--- src/include/dpcp_regs.svh ---
// Register map, field positions, reset values and timing constants of the pixel capture port
`ifndef DPCP_REGS_SVH
`define DPCP_REGS_SVH

`define DPCP_CTRL_OFS 8'h00
`define DPCP_STATUS_OFS 8'h04
`define DPCP_IO_LEVEL_OFS 8'h08
`define DPCP_CH0_OFS 8'h0C
`define DPCP_CH1_OFS 8'h10
`define DPCP_CH2_OFS 8'h14
`define DPCP_CH3_OFS 8'h18

`define DPCP_CTRL_MODE_BIT 0
`define DPCP_CTRL_EN_BIT 1
`define DPCP_CTRL_MSB 1
`define DPCP_CTRL_RESET 2'h2
`define DPCP_STAT_OVR_BIT 2
`define DPCP_IO_LEVEL_MSB 7
`define DPCP_IO_LEVEL_LSB 6
`define DPCP_IO_LEVEL_RESET 2'h0

`define DPCP_LAST_IDX_THREE 2'h2
`define DPCP_LAST_IDX_FOUR 2'h3
`define DPCP_SER_BITS 4'h8

`define DPCP_CLK_PERIOD_NS 10
`define DPCP_RTZ_ON_NS 30
`define DPCP_RTZ_ON_CYCLES ((`DPCP_RTZ_ON_NS + `DPCP_CLK_PERIOD_NS - 1) / `DPCP_CLK_PERIOD_NS)

`endif

--- src/include/dpcp_pkg.sv ---
// Types shared by the pixel capture port modules
package dpcp_pkg;

	typedef enum logic [1:0]
	{
		DPCP_SER_IDLE = 2'h0,
		DPCP_SER_ADDR = 2'h1,
		DPCP_SER_DATA = 2'h3,
		DPCP_SER_DONE = 2'h2
	} dpcp_ser_state_t;

	typedef enum logic
	{
		DPCP_MODE_THREE = 1'h0,
		DPCP_MODE_FOUR = 1'h1
	} dpcp_mode_t;

endpackage

--- src/hdl/dpcp_capture_top.sv ---
// DDR pixel capture port with AHB-Lite registers and serial configuration
//
// The AHB-Lite interface to the registers was chosen for this implementation.
`timescale 1ns/1ps
`include "dpcp_regs.svh"

// Summary of operation
// Ten-bit bus word feeds one channel
// Capture a word on both clock edges
// Marker flags final word of each group
// Three-colour or four-colour group packing
// Return-to-zero request blanks between pulses
// Low-power request forces outputs off
// Software sets I/O level field
// Pixel clock held low for PLL use; not done here, the pixel clock is only sampled for its edges
// Three-wire serial port, shared data line
// Stage words, release group together
module dpcp_capture_top #(
	parameter int DATA_W = 10,
	parameter int RTZ_ON_CYCLES = `DPCP_RTZ_ON_CYCLES
)
(
	input wire logic mclk_in,
	input wire logic nrst_in,
	input wire logic hsel_in,
	input wire logic [31:0] haddr_in,
	input wire logic [1:0] htrans_in,
	input wire logic hwrite_in,
	input wire logic [2:0] hsize_in,
	input wire logic hready_in,
	input wire logic [31:0] hwdata_in,
	output logic [31:0] hrdata_out,
	output logic hreadyout_out,
	output logic hresp_out,
	input wire logic pixel_clk_in,
	input wire logic [DATA_W-1:0] pixel_bus_in,
	input wire logic pixel_sync_in,
	input wire logic return_zero_request_in,
	input wire logic low_power_request_in,
	input wire logic cfg_sclk_in,
	input wire logic cfg_sdio_in,
	output logic cfg_sdio_out,
	output logic cfg_sdio_oe_out,
	input wire logic cfg_serial_select_n_in,
	output logic [DATA_W-1:0] laser_ch0_out,
	output logic [DATA_W-1:0] laser_ch1_out,
	output logic [DATA_W-1:0] laser_ch2_out,
	output logic [DATA_W-1:0] laser_ch3_out,
	output logic group_strobe_out,
	output logic rtz_active_out,
	output logic low_power_out,
	output logic [1:0] io_level_out
);

	localparam int SW = DATA_W + 4;

	logic [SW-1:0] meta_reg;
	logic [SW-1:0] sync_reg;
	logic pclk_last_reg;
	logic [DATA_W-1:0] pix_data;
	logic pclk_s, psync_s, rtz_s, lpwr_s, pclk_edge;

	logic wr_pend_reg, wr_pend_next;
	logic [7:0] wr_addr_reg, wr_addr_next;
	logic [31:0] hrdata_reg, hrdata_next;
	logic hreadyout_reg, hreadyout_next;
	logic take;

	logic [1:0] ctrl_reg, ctrl_next;
	logic [1:0] io_level_reg, io_level_next;
	logic ovr_reg, ovr_next;
	logic ser_wr;
	logic [6:0] ser_addr;
	logic [7:0] ser_data;
	logic [31:0] ser_rd_word;

	logic [DATA_W-1:0] stage_reg [4], stage_next [4];
	logic [DATA_W-1:0] group_reg [4], group_next [4];
	logic [1:0] idx_reg, idx_next;
	logic strobe_reg, strobe_next;
	logic [15:0] gcnt_reg, gcnt_next;
	logic ovr_set;
	dpcp_pkg::dpcp_mode_t mode;
	logic cap_en;
	logic [1:0] last;

	logic [DATA_W-1:0] drive_reg [4], drive_next [4];
	logic [7:0] rtz_cnt_reg, rtz_cnt_next;
	logic rtz_act_reg, lpwr_act_reg;
	logic blank;

	// Index of the final word of a group in the given packing
	function automatic logic [1:0] last_index(input dpcp_pkg::dpcp_mode_t m);
		return (m == dpcp_pkg::DPCP_MODE_FOUR) ? `DPCP_LAST_IDX_FOUR : `DPCP_LAST_IDX_THREE;
	endfunction

	// Shared read decode for AHB and serial; unmapped offsets read zero
	function automatic logic [31:0] reg_read(input logic [7:0] ofs);
		logic [31:0] v;
		v = 32'h0;
		unique case (ofs)
			`DPCP_CTRL_OFS: v = {30'h0, ctrl_reg};
			`DPCP_STATUS_OFS: v = {gcnt_reg, 10'h000, idx_reg, 1'h0, ovr_reg, lpwr_act_reg,
				rtz_act_reg};
			`DPCP_IO_LEVEL_OFS: v = {24'h0, io_level_reg, 6'h00};
			`DPCP_CH0_OFS: v = 32'(group_reg[0]);
			`DPCP_CH1_OFS: v = 32'(group_reg[1]);
			`DPCP_CH2_OFS: v = 32'(group_reg[2]);
			`DPCP_CH3_OFS: v = 32'(group_reg[3]);
			default: v = 32'h0;
		endcase
		return v;
	endfunction

	////////////////////////////////////////////////////////////////////////////////
	// Link pins: pixel clock is sampled like data and its edges found here
	always_ff @(posedge mclk_in or negedge nrst_in)
	begin
		if (!nrst_in)
		begin
			meta_reg <= '0;
			sync_reg <= '0;
			pclk_last_reg <= 1'h0;
		end
		else
		begin
			meta_reg <= {low_power_request_in, return_zero_request_in, pixel_sync_in,
				pixel_clk_in, pixel_bus_in};
			sync_reg <= meta_reg;
			pclk_last_reg <= sync_reg[DATA_W];
		end
	end

	assign pix_data = sync_reg[DATA_W-1:0];
	assign pclk_s = sync_reg[DATA_W];
	assign psync_s = sync_reg[DATA_W+1];
	assign rtz_s = sync_reg[DATA_W+2];
	assign lpwr_s = sync_reg[DATA_W+3];
	assign pclk_edge = pclk_s ^ pclk_last_reg;

	////////////////////////////////////////////////////////////////////////////////
	// AHB-Lite slave: zero-wait reads, one wait state on writes so a
	// following read always sees the written value
	assign take = hsel_in && htrans_in[1] && hready_in;

	always_comb
	begin
		wr_pend_next = take && hwrite_in;
		wr_addr_next = take ? haddr_in[7:0] : wr_addr_reg;
		hrdata_next = (take && !hwrite_in) ? reg_read(haddr_in[7:0]) : hrdata_reg;
		hreadyout_next = !(take && hwrite_in);
	end

	always_ff @(posedge mclk_in or negedge nrst_in)
	begin
		if (!nrst_in)
		begin
			wr_pend_reg <= 1'h0;
			wr_addr_reg <= 8'h00;
			hrdata_reg <= 32'h0;
			hreadyout_reg <= 1'h1;
		end
		else
		begin
			wr_pend_reg <= wr_pend_next;
			wr_addr_reg <= wr_addr_next;
			hrdata_reg <= hrdata_next;
			hreadyout_reg <= hreadyout_next;
		end
	end

	assign hrdata_out = hrdata_reg;
	assign hreadyout_out = hreadyout_reg;
	assign hresp_out = 1'h0;

	////////////////////////////////////////////////////////////////////////////////
	// Configuration registers; AHB wins over a serial write in the same cycle
	always_comb
	begin
		ctrl_next = ctrl_reg;
		io_level_next = io_level_reg;
		if (wr_pend_reg && wr_addr_reg == `DPCP_CTRL_OFS)
			ctrl_next = hwdata_in[`DPCP_CTRL_MSB:0];
		else if (ser_wr && {1'h0, ser_addr} == `DPCP_CTRL_OFS)
			ctrl_next = ser_data[`DPCP_CTRL_MSB:0];
		if (wr_pend_reg && wr_addr_reg == `DPCP_IO_LEVEL_OFS)
			io_level_next = hwdata_in[`DPCP_IO_LEVEL_MSB:`DPCP_IO_LEVEL_LSB];
		else if (ser_wr && {1'h0, ser_addr} == `DPCP_IO_LEVEL_OFS)
			io_level_next = ser_data[`DPCP_IO_LEVEL_MSB:`DPCP_IO_LEVEL_LSB];
		// New error beats a simultaneous write-one-to-clear
		if (ovr_set)
			ovr_next = 1'h1;
		else if (wr_pend_reg && wr_addr_reg == `DPCP_STATUS_OFS && hwdata_in[`DPCP_STAT_OVR_BIT])
			ovr_next = 1'h0;
		else
			ovr_next = ovr_reg;
	end

	always_ff @(posedge mclk_in or negedge nrst_in)
	begin
		if (!nrst_in)
		begin
			ctrl_reg <= `DPCP_CTRL_RESET;
			io_level_reg <= `DPCP_IO_LEVEL_RESET;
			ovr_reg <= 1'h0;
		end
		else
		begin
			ctrl_reg <= ctrl_next;
			io_level_reg <= io_level_next;
			ovr_reg <= ovr_next;
		end
	end

	assign io_level_out = io_level_reg;
	// Process, not assign: the function reads registers beyond its argument
	always_comb
		ser_rd_word = reg_read({1'h0, ser_addr});

	dpcp_serial_cfg u_serial
	(
		.mclk_in(mclk_in),
		.nrst_in(nrst_in),
		.sclk_in(cfg_sclk_in),
		.sdio_in(cfg_sdio_in),
		.select_n_in(cfg_serial_select_n_in),
		.rd_data_in(ser_rd_word[7:0]),
		.sdio_out(cfg_sdio_out),
		.sdio_oe_out(cfg_sdio_oe_out),
		.wr_strobe_out(ser_wr),
		.addr_out(ser_addr),
		.wr_data_out(ser_data)
	);

	////////////////////////////////////////////////////////////////////////////////
	// Word capture and group assembly
	assign mode = dpcp_pkg::dpcp_mode_t'(ctrl_reg[`DPCP_CTRL_MODE_BIT]);
	assign cap_en = ctrl_reg[`DPCP_CTRL_EN_BIT];
	assign last = last_index(mode);

	always_comb
	begin
		stage_next = stage_reg;
		group_next = group_reg;
		idx_next = idx_reg;
		strobe_next = 1'h0;
		gcnt_next = gcnt_reg;
		ovr_set = 1'h0;
		if (!cap_en)
			idx_next = 2'h0;
		else if (pclk_edge)
		begin
			if (idx_reg <= last)
				stage_next[idx_reg] = pix_data;
			if (psync_s)
			begin
				// Unused fourth channel stays dark in three-colour packing
				for (int ch = 0; ch < 4; ch++)
					group_next[ch] = (2'(ch) <= last) ? stage_next[ch] : '0;
				idx_next = 2'h0;
				strobe_next = 1'h1;
				gcnt_next = gcnt_reg + 16'h1;
				ovr_set = (idx_reg != last);
			end
			else if (idx_reg >= last)
				ovr_set = 1'h1; // Missing marker: last slot is overwritten
			else
				idx_next = idx_reg + 2'h1;
		end
	end

	always_ff @(posedge mclk_in or negedge nrst_in)
	begin
		if (!nrst_in)
		begin
			stage_reg <= '{default: '0};
			group_reg <= '{default: '0};
			idx_reg <= 2'h0;
			strobe_reg <= 1'h0;
			gcnt_reg <= 16'h0;
		end
		else
		begin
			stage_reg <= stage_next;
			group_reg <= group_next;
			idx_reg <= idx_next;
			strobe_reg <= strobe_next;
			gcnt_reg <= gcnt_next;
		end
	end

	assign group_strobe_out = strobe_reg;

	////////////////////////////////////////////////////////////////////////////////
	// Output drive: each group is pulsed for a fixed time under return-to-zero
	assign blank = lpwr_s || (rtz_s && rtz_cnt_reg == 8'h00);

	always_comb
	begin
		if (strobe_next)
			rtz_cnt_next = 8'(RTZ_ON_CYCLES);
		else if (rtz_cnt_reg != 8'h00)
			rtz_cnt_next = rtz_cnt_reg - 8'h1;
		else
			rtz_cnt_next = rtz_cnt_reg;
		for (int ch = 0; ch < 4; ch++)
			drive_next[ch] = blank ? '0 : group_reg[ch];
	end

	always_ff @(posedge mclk_in or negedge nrst_in)
	begin
		if (!nrst_in)
		begin
			drive_reg <= '{default: '0};
			rtz_cnt_reg <= 8'h00;
			rtz_act_reg <= 1'h0;
			lpwr_act_reg <= 1'h0;
		end
		else
		begin
			drive_reg <= drive_next;
			rtz_cnt_reg <= rtz_cnt_next;
			rtz_act_reg <= rtz_s;
			lpwr_act_reg <= lpwr_s;
		end
	end

	assign laser_ch0_out = drive_reg[0];
	assign laser_ch1_out = drive_reg[1];
	assign laser_ch2_out = drive_reg[2];
	assign laser_ch3_out = drive_reg[3];
	assign rtz_active_out = rtz_act_reg;
	assign low_power_out = lpwr_act_reg;
endmodule

--- src/hdl/dpcp_serial_cfg.sv ---
// Three-wire serial configuration slave with a shared data line
`timescale 1ns/1ps
`include "dpcp_regs.svh"

module dpcp_serial_cfg
(
	input wire logic mclk_in,
	input wire logic nrst_in,
	input wire logic sclk_in,
	input wire logic sdio_in,
	input wire logic select_n_in,
	input wire logic [7:0] rd_data_in,
	output logic sdio_out,
	output logic sdio_oe_out,
	output logic wr_strobe_out,
	output logic [6:0] addr_out,
	output logic [7:0] wr_data_out
);

	logic [2:0] meta_reg;
	logic [2:0] sync_reg;
	logic sclk_last_reg;
	dpcp_pkg::dpcp_ser_state_t state_reg, state_next;
	logic [3:0] cnt_reg, cnt_next;
	logic [7:0] sh_reg, sh_next;
	logic read_reg, read_next;
	logic loaded_reg, loaded_next;
	logic [6:0] addr_reg, addr_next;
	logic oe_reg, oe_next;
	logic out_reg, out_next;
	logic strobe_reg, strobe_next;
	logic [7:0] wdata_reg, wdata_next;
	logic sclk_s, sdio_s, sel_n_s, rise, fall;

	////////////////////////////////////////////////////////////////////////////////
	// Pins cross two flops; only the second stage is looked at
	always_ff @(posedge mclk_in or negedge nrst_in)
	begin
		if (!nrst_in)
		begin
			// Serial clock idles low: no false edge after reset
			meta_reg <= 3'h6;
			sync_reg <= 3'h6;
			sclk_last_reg <= 1'h0;
		end
		else
		begin
			meta_reg <= {select_n_in, sdio_in, sclk_in};
			sync_reg <= meta_reg;
			sclk_last_reg <= sync_reg[0];
		end
	end

	assign sclk_s = sync_reg[0];
	assign sdio_s = sync_reg[1];
	assign sel_n_s = sync_reg[2];
	assign rise = sclk_s && !sclk_last_reg;
	assign fall = !sclk_s && sclk_last_reg;

	////////////////////////////////////////////////////////////////////////////////
	// Frame: read flag, 7 address bits, 8 data bits, MSB first, sampled on rise
	always_comb
	begin
		state_next = state_reg;
		cnt_next = cnt_reg;
		sh_next = sh_reg;
		read_next = read_reg;
		loaded_next = loaded_reg;
		addr_next = addr_reg;
		oe_next = oe_reg;
		out_next = out_reg;
		strobe_next = 1'h0;
		wdata_next = wdata_reg;
		if (sel_n_s)
		begin
			state_next = dpcp_pkg::DPCP_SER_IDLE;
			cnt_next = 4'h0;
			oe_next = 1'h0;
			loaded_next = 1'h0;
		end
		else
		begin
			unique case (state_reg)
				dpcp_pkg::DPCP_SER_IDLE, dpcp_pkg::DPCP_SER_ADDR:
				begin
					state_next = dpcp_pkg::DPCP_SER_ADDR;
					if (rise)
					begin
						sh_next = {sh_reg[6:0], sdio_s};
						cnt_next = cnt_reg + 4'h1;
						if (cnt_reg == `DPCP_SER_BITS - 4'h1)
						begin
							state_next = dpcp_pkg::DPCP_SER_DATA;
							cnt_next = 4'h0;
							read_next = sh_next[7];
							addr_next = sh_next[6:0];
						end
					end
				end
				dpcp_pkg::DPCP_SER_DATA:
				begin
					if (read_reg && !loaded_reg)
					begin
						// Address settles one cycle before the read value is taken
						sh_next = rd_data_in;
						out_next = rd_data_in[7];
						oe_next = 1'h1;
						loaded_next = 1'h1;
					end
					else if (read_reg && fall && cnt_reg != 4'h0)
					begin
						sh_next = {sh_reg[6:0], 1'h0};
						out_next = sh_reg[6];
					end
					else if (rise)
					begin
						cnt_next = cnt_reg + 4'h1;
						if (!read_reg)
							sh_next = {sh_reg[6:0], sdio_s};
						if (cnt_reg == `DPCP_SER_BITS - 4'h1)
						begin
							state_next = dpcp_pkg::DPCP_SER_DONE;
							oe_next = 1'h0;
							strobe_next = !read_reg;
							wdata_next = {sh_reg[6:0], sdio_s};
						end
					end
				end
				dpcp_pkg::DPCP_SER_DONE:
					oe_next = 1'h0;
			endcase
		end
	end

	always_ff @(posedge mclk_in or negedge nrst_in)
	begin
		if (!nrst_in)
		begin
			state_reg <= dpcp_pkg::DPCP_SER_IDLE;
			cnt_reg <= 4'h0;
			sh_reg <= 8'h00;
			read_reg <= 1'h0;
			loaded_reg <= 1'h0;
			addr_reg <= 7'h00;
			oe_reg <= 1'h0;
			out_reg <= 1'h0;
			strobe_reg <= 1'h0;
			wdata_reg <= 8'h00;
		end
		else
		begin
			state_reg <= state_next;
			cnt_reg <= cnt_next;
			sh_reg <= sh_next;
			read_reg <= read_next;
			loaded_reg <= loaded_next;
			addr_reg <= addr_next;
			oe_reg <= oe_next;
			out_reg <= out_next;
			strobe_reg <= strobe_next;
			wdata_reg <= wdata_next;
		end
	end

	assign sdio_out = out_reg;
	assign sdio_oe_out = oe_reg;
	assign wr_strobe_out = strobe_reg;
	assign addr_out = addr_reg;
	assign wr_data_out = wdata_reg;
endmodule

--- config.mk ---
export PLATFORM = sky130hd
export DESIGN_NAME = dpcp_capture_top
export DESIGN_NICKNAME = d
export VERILOG_FILES = /design/src/include/dpcp_pkg.sv /design/src/hdl/dpcp_capture_top.sv /design/src/hdl/dpcp_serial_cfg.sv
export VERILOG_INCLUDE_DIRS = /design/src /design/src/include
export SDC_FILE = /design/constraint.sdc
export NUM_CORES = 1
export LEC_CHECK = 0
export BUFFER_PORTS_ARGS = -buffer_cell sky130_fd_sc_hd__buf_2
export CAP_MARGIN = 20
export CORE_ASPECT_RATIO = 1.2
export CORE_MARGIN = 2
export CORE_UTILIZATION = 59
export CTS_BUF_LIST = sky130_fd_sc_hd__clkbuf_2 sky130_fd_sc_hd__clkbuf_4 sky130_fd_sc_hd__clkbuf_8
export DETAILED_ROUTE_END_ITERATION = 7
export GPL_TIMING_DRIVEN = 0
export PLACE_DENSITY = 0.81
export SKIP_LAST_GASP = 1
export SLEW_MARGIN = 20
export SYNTH_ARGS = -nofsm -noshare
export SYNTH_HDL_FRONTEND = slang
export SYNTH_SLANG_ARGS = --single-unit
--- constraint.sdc ---
create_clock -name mclk_in -period 3 [get_ports mclk_in]
set_input_delay 0.3 -clock mclk_in [delete_from_list [all_inputs] [get_ports mclk_in]]
set_output_delay 0.3 -clock mclk_in [all_outputs]
set_load 0.02 [all_outputs]
Word level (Yosys, flattened, before mapping)
Index checks and enable logic that the tools add are counted.
{ "op_classes": {"n_addsub": 4, "order_cmp": 8, "n_eq_ne": 32, "n_mux": 72, "bitwise_logic": 5, "n_reduce_logical": 53} }
{ "ops": {"columns": ["cell", "n"], "rows": [
  ["$pmux W32 S7", 1],
  ["$mux W10", 9],
  ["$pmux W8 S7", 1],
  ["$bwmux W40", 1],
  ["$mux W40", 1],
  ["$mux W7", 5],
  ["$mux W2", 15],
  ["$mux W1", 26],
  ["$eq A8 B4 Y1 const B", 3],
  ["$eq A8 B5 Y1 const B", 3],
  ["$logic_not A8 Y1", 3],
  ["$mux W4", 6],
  ["$eq A7 B5 Y1 const B", 3],
  ["$demux W10 S2", 1],
  ["$logic_and A1 B1 Y1", 17],
  ["$add A16 B1 Y16 const B", 1],
  ["$eq A8 B3 Y1 const B", 2],
  ["$mux W8", 2],
  ["$reduce_bool A2 Y1", 8],
  ["$reduce_and A5 Y1", 3],
  ["$eq A7 B4 Y1 const B", 2],
  ["$pmux W7 S2", 1],
  ["$ne A4 B1 Y1 const B", 3],
  ["$ne A3 B1 Y1 const B", 3],
  ["other kinds (38)", 54]
]} }
{ "totals": {"reg_bits": 265, "out_inout_bits": 81} }

Logic depth before layout (Yosys ltp)
Gate-level depths: netlist of the first run.
{ "logic_depth": {"depth_word": 8, "depth_mapped": 8} }

Hierarchy
A second synthesis of the first run with hierarchy kept.
{ "hier_totals": {"hier_cells": 865, "area_unflattened_um2": 11145.7} }
{ "by_module_without_submodules": {"columns": ["module", "instances", "cells_per_inst", "area_each_um2"], "rows": [
  ["dpcp_capture_top", 1, 736, 9441.6],
  ["dpcp_serial_cfg", 1, 129, 1704.1]
]} }

Worst setup path after synthesis of the first run
Ideal clock, no wire load.
{ "synth_timing": {"path_kind": "reg-to-reg", "startpoint": "register idx_reg[0]", "endpoint": "register stage_reg[0] (netlist name)", "setup_time_ps": 125, "arrival_time_ps": 1966, "setup_slack_ps": 909, "stages_incl_launch_ff": 7, "path_buffers": 1, "synth_period_minus_slack_ps": 2091, "path_cell_list": "dfrtp_1 inv_1 ha_1 or3_1 clkbuf_1 nand3_1 mux2_2"} }
{ "synth_via": {"elab_chain_cells": 7} }
{ "synth_lines": {"columns": ["item", "line_no", "rtl"], "rows": [
  ["from (decl)", "dpcp_capture_top.sv:79", "logic [1:0] idx_reg, idx_next;"],
  ["from (signal assigned)", "dpcp_capture_top.sv:286", "idx_reg <= idx_next;"],
  ["$not A2 Y3 (not written as such)", "dpcp_capture_top.sv:254", "stage_next[idx_reg] = pix_data;"],
  ["$ge A3 B3 Y1 (not written as such) / $lt A3 B1 Y1 (equally long branches)", "dpcp_capture_top.sv:254", null],
  ["$logic_and A1 B1 Y1 (not written as such)", "dpcp_capture_top.sv:254", null],
  ["$mux W10 (not written as such)", "dpcp_capture_top.sv:254", null],
  ["$demux W10 S2", "dpcp_capture_top.sv:254", null],
  ["$bwmux W40", "dpcp_capture_top.sv:254", null],
  ["$mux W40 (*)", "dpcp_capture_top.sv:253", "if (idx_reg <= last)"],
  ["to (signal assigned)", "dpcp_capture_top.sv:284", "stage_reg <= stage_next;"],
  ["to (decl)", "dpcp_capture_top.sv:77", "logic [DATA_W-1:0] stage_reg [4], stage_next [4];"]
]} }
Mark *: on every way between the ends. The rest lies on a longest branch, timed or not.
A chain may end at the register's enable or synchronous reset.

Worst setup path in the final report of the first run
{ "layout_timing": {"startpoint": "register idx_reg[0]", "endpoint": "register stage_reg[14] (netlist name)"} }
The elaborated chain is that of the path after synthesis.

==> summary.md, run 1 <==
| Metric | Value |
|---|---|
| Core area | `17600 um2` |
| Input/output buffers | `108` |
| Switching power | `between 0.003 and 0.004 W` |
| RSZ-0062 raised after global routing | `no` |
| Share of power burned in registers | `a little under half` |
| Clock power share | `30.1%` |
| Fin util | `between 70% and 80%` |
| Period utilisation layout | `between 80 and 90%` |
| Count of distinct cell types in the synthesized netlist | `56` |
| Die ar. | `19200 um2` |
| Arrival time worst endpoint | `2.89 ns` |
| Final hold violation count | `0` |
| Critical Path Fanout Max | `10` |
| DRT antenna net count | `0` |
| Slew Limit Headroom | `43.1%` |
| Vias in the first global route | `~7400` |
| GR Util met2 | `43.7%` |
| Max-cap violations | `0` |
| Vias | `7482` |
| Ys flop type | `dfrtp_1` |
| Io pins | `172` |
| Final RePlAce weighted congestion | `0.975` |
| Cell taking the most area after synthesis | `dfrtp_1` |
| Worst Hold Path EP | `wr_addr_reg[6]` |
| Worst min-delay path category | `input port to register` |
| Int Pwr | `0.00718 W` |
| Initial Utilization | `60.6%` |
| Pin count of the biggest net entering global routing | `around 110` |
| Max VDD drop | `0.421 mV` |
| Crit-path cells | `inv_1 > ha_1 > or3_1 > clkbuf_1 > nand3_1 > mux2_2` |
| Die X | `127 um` |
| Initial antenna violation count | `0` |
| Clock slew at reported path FFs | `about 0.06 ns` |
| Pwr dens | `819 nW/um2` |
| Terminus of the critical flop-to-flop path | `stage_reg[14]` |
| Seq cells post-synth | `around 260` |
| Area Growth Syn to Fin | `19.2%` |
| Clock root cell | `clkbuf_8` |
| Sw frac | `just over 30%` |
| EDFF count, synth | `0` |
| DR vias/cell | `5.73` |
| LEAKAGE | `6.17 nW` |
| Busiest layer in global routing | `met2` |
| Total routed wirelength | `24000 um` |
| TritonCTS clock tree | `yes` |
| Critical path's top delay family | `simple AND/OR/NAND/NOR gates` |
| Worst R2R Start | `idx_reg[0]` |
| Worst EP required | `3.42 ns` |
| Fill count | `~1300` |
| Max incr delay on CP | `0.49 ns` |
| Nets | `1156` |
| Multi-input logic area | `4060 um2` |
| CP Capture Type | `register` |
| Post-synth top area share | `between 50% and 60%` |
| Cells after synthesis | `871` |
| Sequential cell area | `approximately 6400 um2` |
| Reg2reg setup slack | `0.53 ns` |
| Final HPWL DP | `16800 um` |
| First-pass GRT wire length | `37800 um` |
| Register area share after synthesis | `59.8%` |
| Kind of critical path | `register to register` |
| Layout cells sized above 1 | `about 27%` |
| Synth warnings | `0` |
| Met1 Resource Use GR | `32.3%` |
| Hold Path Depth | `2` |
| Initial DRC count | `563` |
| Global-route usage over all layers | `25.4%` |
| Avg WL per Cell | `~18 um` |
| Setup TNS Final | `0 ns` |
| CTS buffer count | `40` |
| CTS Sinks | `255` |
| Post-synth ARST share | `100%` |
| Number of instances in the placed design | `1207` |
| Period minus WS final | `2.47 ns` |
| Count leader, synth | `dfrtp_1` |
| H-tree depth | `2` |
| Critical path launch point type | `register` |
| Logic pwr share | `22.4%` |
| Final max-slew violation count | `0` |
| Synthesized area per cell | `around 12 um2` |
| Slew at the pin closest to its max-slew limit | `0.847 ns` |
| Mapped Area | `between 10000 and 15000 um2` |
| Clock buffer depth | `3` |
| WHS | `just over 0.02 ns` |
| Non-filler cells, final | `1306` |
| Pre-antenna DRT Iters | `5` |
| ANT cells | `0` |
| Outcome | `complete, no violations` |
| Worst skew pair latency | `0.55 ns` |
| Reg2Reg Depth | `6` |
| Synth top area cells | `dfrtp_1 (58%), mux2_2 (7.9%), mux2i_1 (5.6%)` |
| Fmax | `about 400 MHz` |
| Setup Viol. Count Final | `0` |
| Slowest CP cell | `nand3_1` |
| HP Start | `haddr_in[6]` |
| CP bufs+invs | `2` |
| Die span in y | `151 um` |
| Met3 usage | `roughly 4.2%` |
| Commonest cells post-synth | `dfrtp_1 (249), nand2_1 (82), mux2_2 (75), mux2i_1 (60), o21ai_0 (56)` |
| Worst Skew | `around 0.017 ns` |
| # DRC | `0` |
| Total gr overflow | `0` |
| # rows | `53` |
-- cell usage in the layout, fill, tap and decap left out, types with 7 or more instances in the layout --
cell,Yosys,layout
nand3_1,28,28
nand2_1,82,82
o21ai_0,56,56
mux2_2,75,75
nor2_1,28,28
inv_1,14,14
dfrtp_1,249,249
clkbuf_4,0,12
a21oi_1,20,20
a22o_1,26,26
buf_2,3,110
clkbuf_8,0,53
buf_4,7,7
mux2i_1,60,60
nor2b_1,8,8
nand4_1,9,9
conb_1,1,7
a22oi_1,16,16
nand2b_1,7,7
ha_1,10,10
clkbuf_1,33,33
and2_1,42,42
xnor2_1,17,17
dlygate4sd3_1,0,26
-- cells by family (layout without fill, tap and decap cells) --
logic type | count (synthesis) | after routing | synth area share (%)
AOI/OAI and AO/OA | 142 | 142 | 8.64
xor gates and xnor gates | 22 | 22 | 1.80
adders and majority gates | 10 | 10 | 1.17
buffers and inverters | 58 | 267 | 2.39
DFF | 255 | 255 | 59.8
muxes | 137 | 137 | 13.9
other | 1 | 7 | 0.0351
and+or+nand+nor | 246 | 246 | 12.2
-- metal layers --
metal	share of wire [%]	wire length (um)	vias to the layer above
met3	5.1	1240	68
met1	41	9790	3697
met4	3.7	884	0
met2	50	12100	274
li1	-	-	3443
met5	0	0	-
-- worst register-to-register path: stages (launching register included) --
cell      delay [ns]
dfrtp_1         0.48
inv_1           0.13
ha_1            0.32
or3_1           0.31
clkbuf_1        0.22
nand3_1         0.49
mux2_2          0.40
-- per-stage QoR --
stage          cell area (um2)  power, W  setup slack (ns)
2_1_floorplan            10700   0.00642             0.909
3_3_place_gp             11500   0.00716             -2.72
3_5_place_dp             11600   0.00728             0.578
4_1_cts                  12700    0.0105             0.562
5_1_grt                  12700    0.0110             0.443
6_report                 12700    0.0104             0.531
-- what timing repair did --
| item | in CTS | in global routing |
|---|---|---|
| setup buffers | 0 | 0 |
| endpoints found under the hold margin | 100 | 0 |
| hold buffers | 26 | 0 |
| gates resized for setup | 0 | 0 |
-- area by class of cell --
type                       instances  share of cell area, %
tap                              220                   2.16
clock buffer                      65                   6.43
multi-input combinational        564                   31.9
sequential                       255                   50.2
timing repair buffer             136                   6.80
inverter                          14                  0.413
clock inverter                     8                  0.550
buffer                            44                   1.59
-- worst max path at each step --
stage	start	endpoint	cells past startpoint
CTS	idx_reg[0]	stage_reg[26]	6
detailed placement	idx_reg[0]	stage_reg[15]	6
finish	idx_reg[0]	stage_reg[14]	6
global placement	nrst_in	meta_reg[10]	1
global route	idx_reg[0]	stage_reg[29]	6
floorplan	idx_reg[0]	stage_reg[0]	6
-- power groups by stage --
stage / registers (W) / logic [W] / clock network [W]
after floorplan: 0.00495 / 0.00147 / 0
after global placement: 0.00495 / 0.00221 / 0
after detailed placement: 0.00499 / 0.00229 / 0
after CTS: 0.00494 / 0.00234 / 0.00319
after global routing: 0.00505 / 0.00257 / 0.00333
final: 0.00496 / 0.00233 / 0.00314
Power figures use the tool's default switching activity.
==> inputs of run 2 (changes only) <==
==> constraint.sdc (replaced) <==
create_clock -name mclk_in -period 2.55 [get_ports mclk_in]
set_input_delay 0.255 -clock mclk_in [delete_from_list [all_inputs] [get_ports mclk_in]]
set_output_delay 0.255 -clock mclk_in [all_outputs]
set_load 0.02 [all_outputs]
==> run 2 against run 1 <==
Net effect: clock-buffer cell count unchanged; sequential share of layout area decreased by 0.20 points; routed wire length increased by 0.95%; critical path depth unchanged; register-to-register slack got worse by 0.45 ns; via count increased by 0.33%; final cell count increased by 0.38%; worst setup slack got worse by 0.45 ns; die area unchanged; clock skew increased by 0.0031 ns; sequential cell count unchanged; combinational power increased by 18%.
==> summary.md, run 2 (same netlist as run 1, synthesis figures left out) <==
| Metric | Value |
|---|---|
| Nets | `1161 (was 1156)` |
| Max VDD drop | `0.496 mV (was 0.421 mV)` |
| Clock power share | `30.1% (about the same)` |
| Most common cell after layout, fill and taps aside | `dfrtp_1 (unchanged)` |
| Pre-antenna DRT Iters | `7 (was 5)` |
| Kind of critical path | `register to register (unchanged)` |
| Arrival time worst endpoint | `2.89 ns (about the same)` |
| Vias in the first global route | `7447 (was 7402)` |
| CTS Sinks | `255 (unchanged)` |
| Sw frac | `31.2% (was 31.1%)` |
| Worst R2R Start | `idx_reg[0] (unchanged)` |
| First-pass GRT wire length | `38100 um (was 37800 um)` |
| Worst Hold Path EP | `ovr_reg (was wr_addr_reg[6])` |
| Slew Limit Headroom | `42.5% (was 43.1%)` |
| Post-CTS setup buffers | `0 (unchanged)` |
| Met3 WL post-DR | `1230 um (was 1240 um)` |
| Worst Skew | `0.0200 ns (was 0.0169 ns)` |
| Critical path launch point type | `register (unchanged)` |
| Slew at the pin closest to its max-slew limit | `0.855 ns (was 0.847 ns)` |
| Leading cell types in the layout, fill and taps excluded | `dfrtp_1 (249), buf_2 (110), nand2_1 (82) (unchanged)` |
| Switching power | `0.00383 W (was 0.00325 W)` |
| RSZ-0062 raised after global routing | `yes (was no)` |
| Top routing layer in use | `met4 (unchanged)` |
| Met2 wire len | `12400 um (was 12100 um)` |
| Share of power burned in registers | `47.5% (was 47.6%)` |
| TritonCTS clock tree | `yes (unchanged)` |
| Number of instances in the placed design | `1207 (unchanged)` |
| Setup Viol. Count Final | `0 (unchanged)` |
| Logic pwr share | `22.4% (about the same)` |
| Int Pwr | `0.00845 W (was 0.00718 W)` |
| Met1 Wirelength | `9900 um (was 9790 um)` |
| Outcome | `complete, no violations (unchanged)` |
| Pin count of the biggest net entering global routing | `107 (unchanged)` |
| Terminus of the critical flop-to-flop path | `stage_reg[15] (was stage_reg[14])` |
| ANT cells | `0 (unchanged)` |
| Max incr delay on CP | `0.49 ns (about the same)` |
| Final hold violation count | `0 (unchanged)` |
| Die span in y | `151 um (unchanged)` |
| Crit-path cells | `inv_1 > ha_1 > or3_1 > clkbuf_1 > nand3_1 > mux2_2 (unchanged)` |
| Vias | `7507 (was 7482)` |
| Worst min-delay path category | `input port to register (unchanged)` |
| Die X | `127 um (unchanged)` |
| Worst skew pair latency | `0.55 ns (about the same)` |
| Io pins | `172 (unchanged)` |
| Hold Path Depth | `4 (was 2)` |
| Initial DRC count | `581 (was 563)` |
| CTS buffer count | `40 (unchanged)` |
| CP Capture Type | `register (unchanged)` |
| LEAKAGE | `6.19 nW (was 6.17 nW)` |
| Pwr dens | `960 nW/um2 (was 819 nW/um2)` |
| Initial antenna violation count | `0 (unchanged)` |
| Total routed wirelength | `24300 um (was 24000 um)` |
| Clock buffer depth | `3 (unchanged)` |
| Die ar. | `19200 um2 (unchanged)` |
| Critical Path Fanout Max | `10 (unchanged)` |
| # DRC | `0 (unchanged)` |
| Reg2reg setup slack | `0.08 ns (was 0.53 ns)` |
| Clock root cell | `clkbuf_8 (unchanged)` |
| Layout cells sized above 1 | `26.8% (was 26.9%)` |
| Global-route usage over all layers | `25.6% (was 25.4%)` |
| Initial Utilization | `60.6% (unchanged)` |
| DRT antenna net count | `0 (unchanged)` |
| Avg WL per Cell | `18.5 um (was 18.4 um)` |
| Slowest CP cell | `nand3_1 (unchanged)` |
| Final RePlAce weighted congestion | `0.975 (unchanged)` |
| Period minus WS final | `2.47 ns (about the same)` |
| DR vias/cell | `5.73 (about the same)` |
| Fin util | `72.5% (was 72.2%)` |
| Area Growth Syn to Fin | `19.7% (was 19.2%)` |
| Fmax | `406 MHz (was 405 MHz)` |
| Max-cap violations | `0 (unchanged)` |
| Input/output buffers | `108 (unchanged)` |
| Final HPWL DP | `16800 um (unchanged)` |
| Clock slew at reported path FFs | `0.07 ns (was 0.06 ns)` |
| Final max-slew violation count | `0 (unchanged)` |
| Core area | `17600 um2 (unchanged)` |
| Worst EP required | `2.97 ns (was 3.42 ns)` |
| Non-filler cells, final | `1311 (was 1306)` |
| # rows | `53 (unchanged)` |
| Total gr overflow | `0 (unchanged)` |
| Period utilisation layout | `96.7% (was 82.3%)` |
| H-tree depth | `2 (unchanged)` |
| Reg2Reg Depth | `6 (unchanged)` |
| HP Start | `hwdata_in[2] (was haddr_in[6])` |
-- run 2: power groups by stage --
stage                     Clock [W]  Combinational (W)  Sequential [W]
after floorplan                   0            0.00173         0.00582
after global placement            0            0.00261         0.00582
after detailed placement          0            0.00270         0.00587
after CTS                   0.00376            0.00276         0.00581
after global routing        0.00392            0.00303         0.00594
final                       0.00369            0.00275         0.00584
-- run 2: metrics by stage --
step                power (W)  area (um2)  setup slack, ns  hold slack (ns)  setup TNS, ns
CTS                    0.0123       12800            0.112           0.0328              0
floorplan             0.00755       10700            0.459          -0.0406              0
global placement      0.00843       11500            -3.13            0.331        -782.86
finish                 0.0123       12800           0.0846           0.0264              0
detailed placement    0.00857       11600            0.128            0.292              0
global route           0.0129       12800        -0.000847           0.0260      -0.000847
-- run 2: timing repair --
| action | CTS | global route |
|---|---|---|
| endpoints found under the hold margin | 104 | 0 |
| endpoints found under the setup margin | 0 | 1 |
| hold buffers | 31 | 0 |
| gates resized for setup | 0 | 0 |
-- run 2: area by class of cell --
cell class                      instances  area, um2
Buffer                                 44        203
Clock buffer                           65        820
Clock inverter                          8       70.1
Fill cell                            1247       4850
Inverter                               14       52.6
Multi-Input combinational cell        564       4060
Sequential cell                       255       6390
Tap cell                              220        275
Timing Repair Buffer                  141        916
-- run 2: critical path, delay by kind of cell, from the launching register on --
family	cells	cell delay (ns)
adder cells (fa/ha/maj)	1	0.32
flip-flops	1	0.47
buffers and inverters	2	0.34
AND/OR/NAND/NOR	2	0.80
multiplexers	1	0.40
-- run 2: layer usage --
metal  up-vias  track usage (%)
met5         -                0
met4         0             10.5
met3        59             4.27
met2       269             44.1
met1      3731             32.6
li1       3448                -
-- run 2: worst max-delay path by stage --
stage	startpoint	end	slack, ns
after floorplan	idx_reg[0]	stage_reg[0]	0.46
after global placement	nrst_in	meta_reg[10]	-3.13
after detailed placement	idx_reg[0]	stage_reg[15]	0.13
after CTS	idx_reg[0]	stage_reg[26]	0.11
after global routing	idx_reg[0]	stage_reg[29]	-0.0008
final	idx_reg[0]	stage_reg[15]	0.08
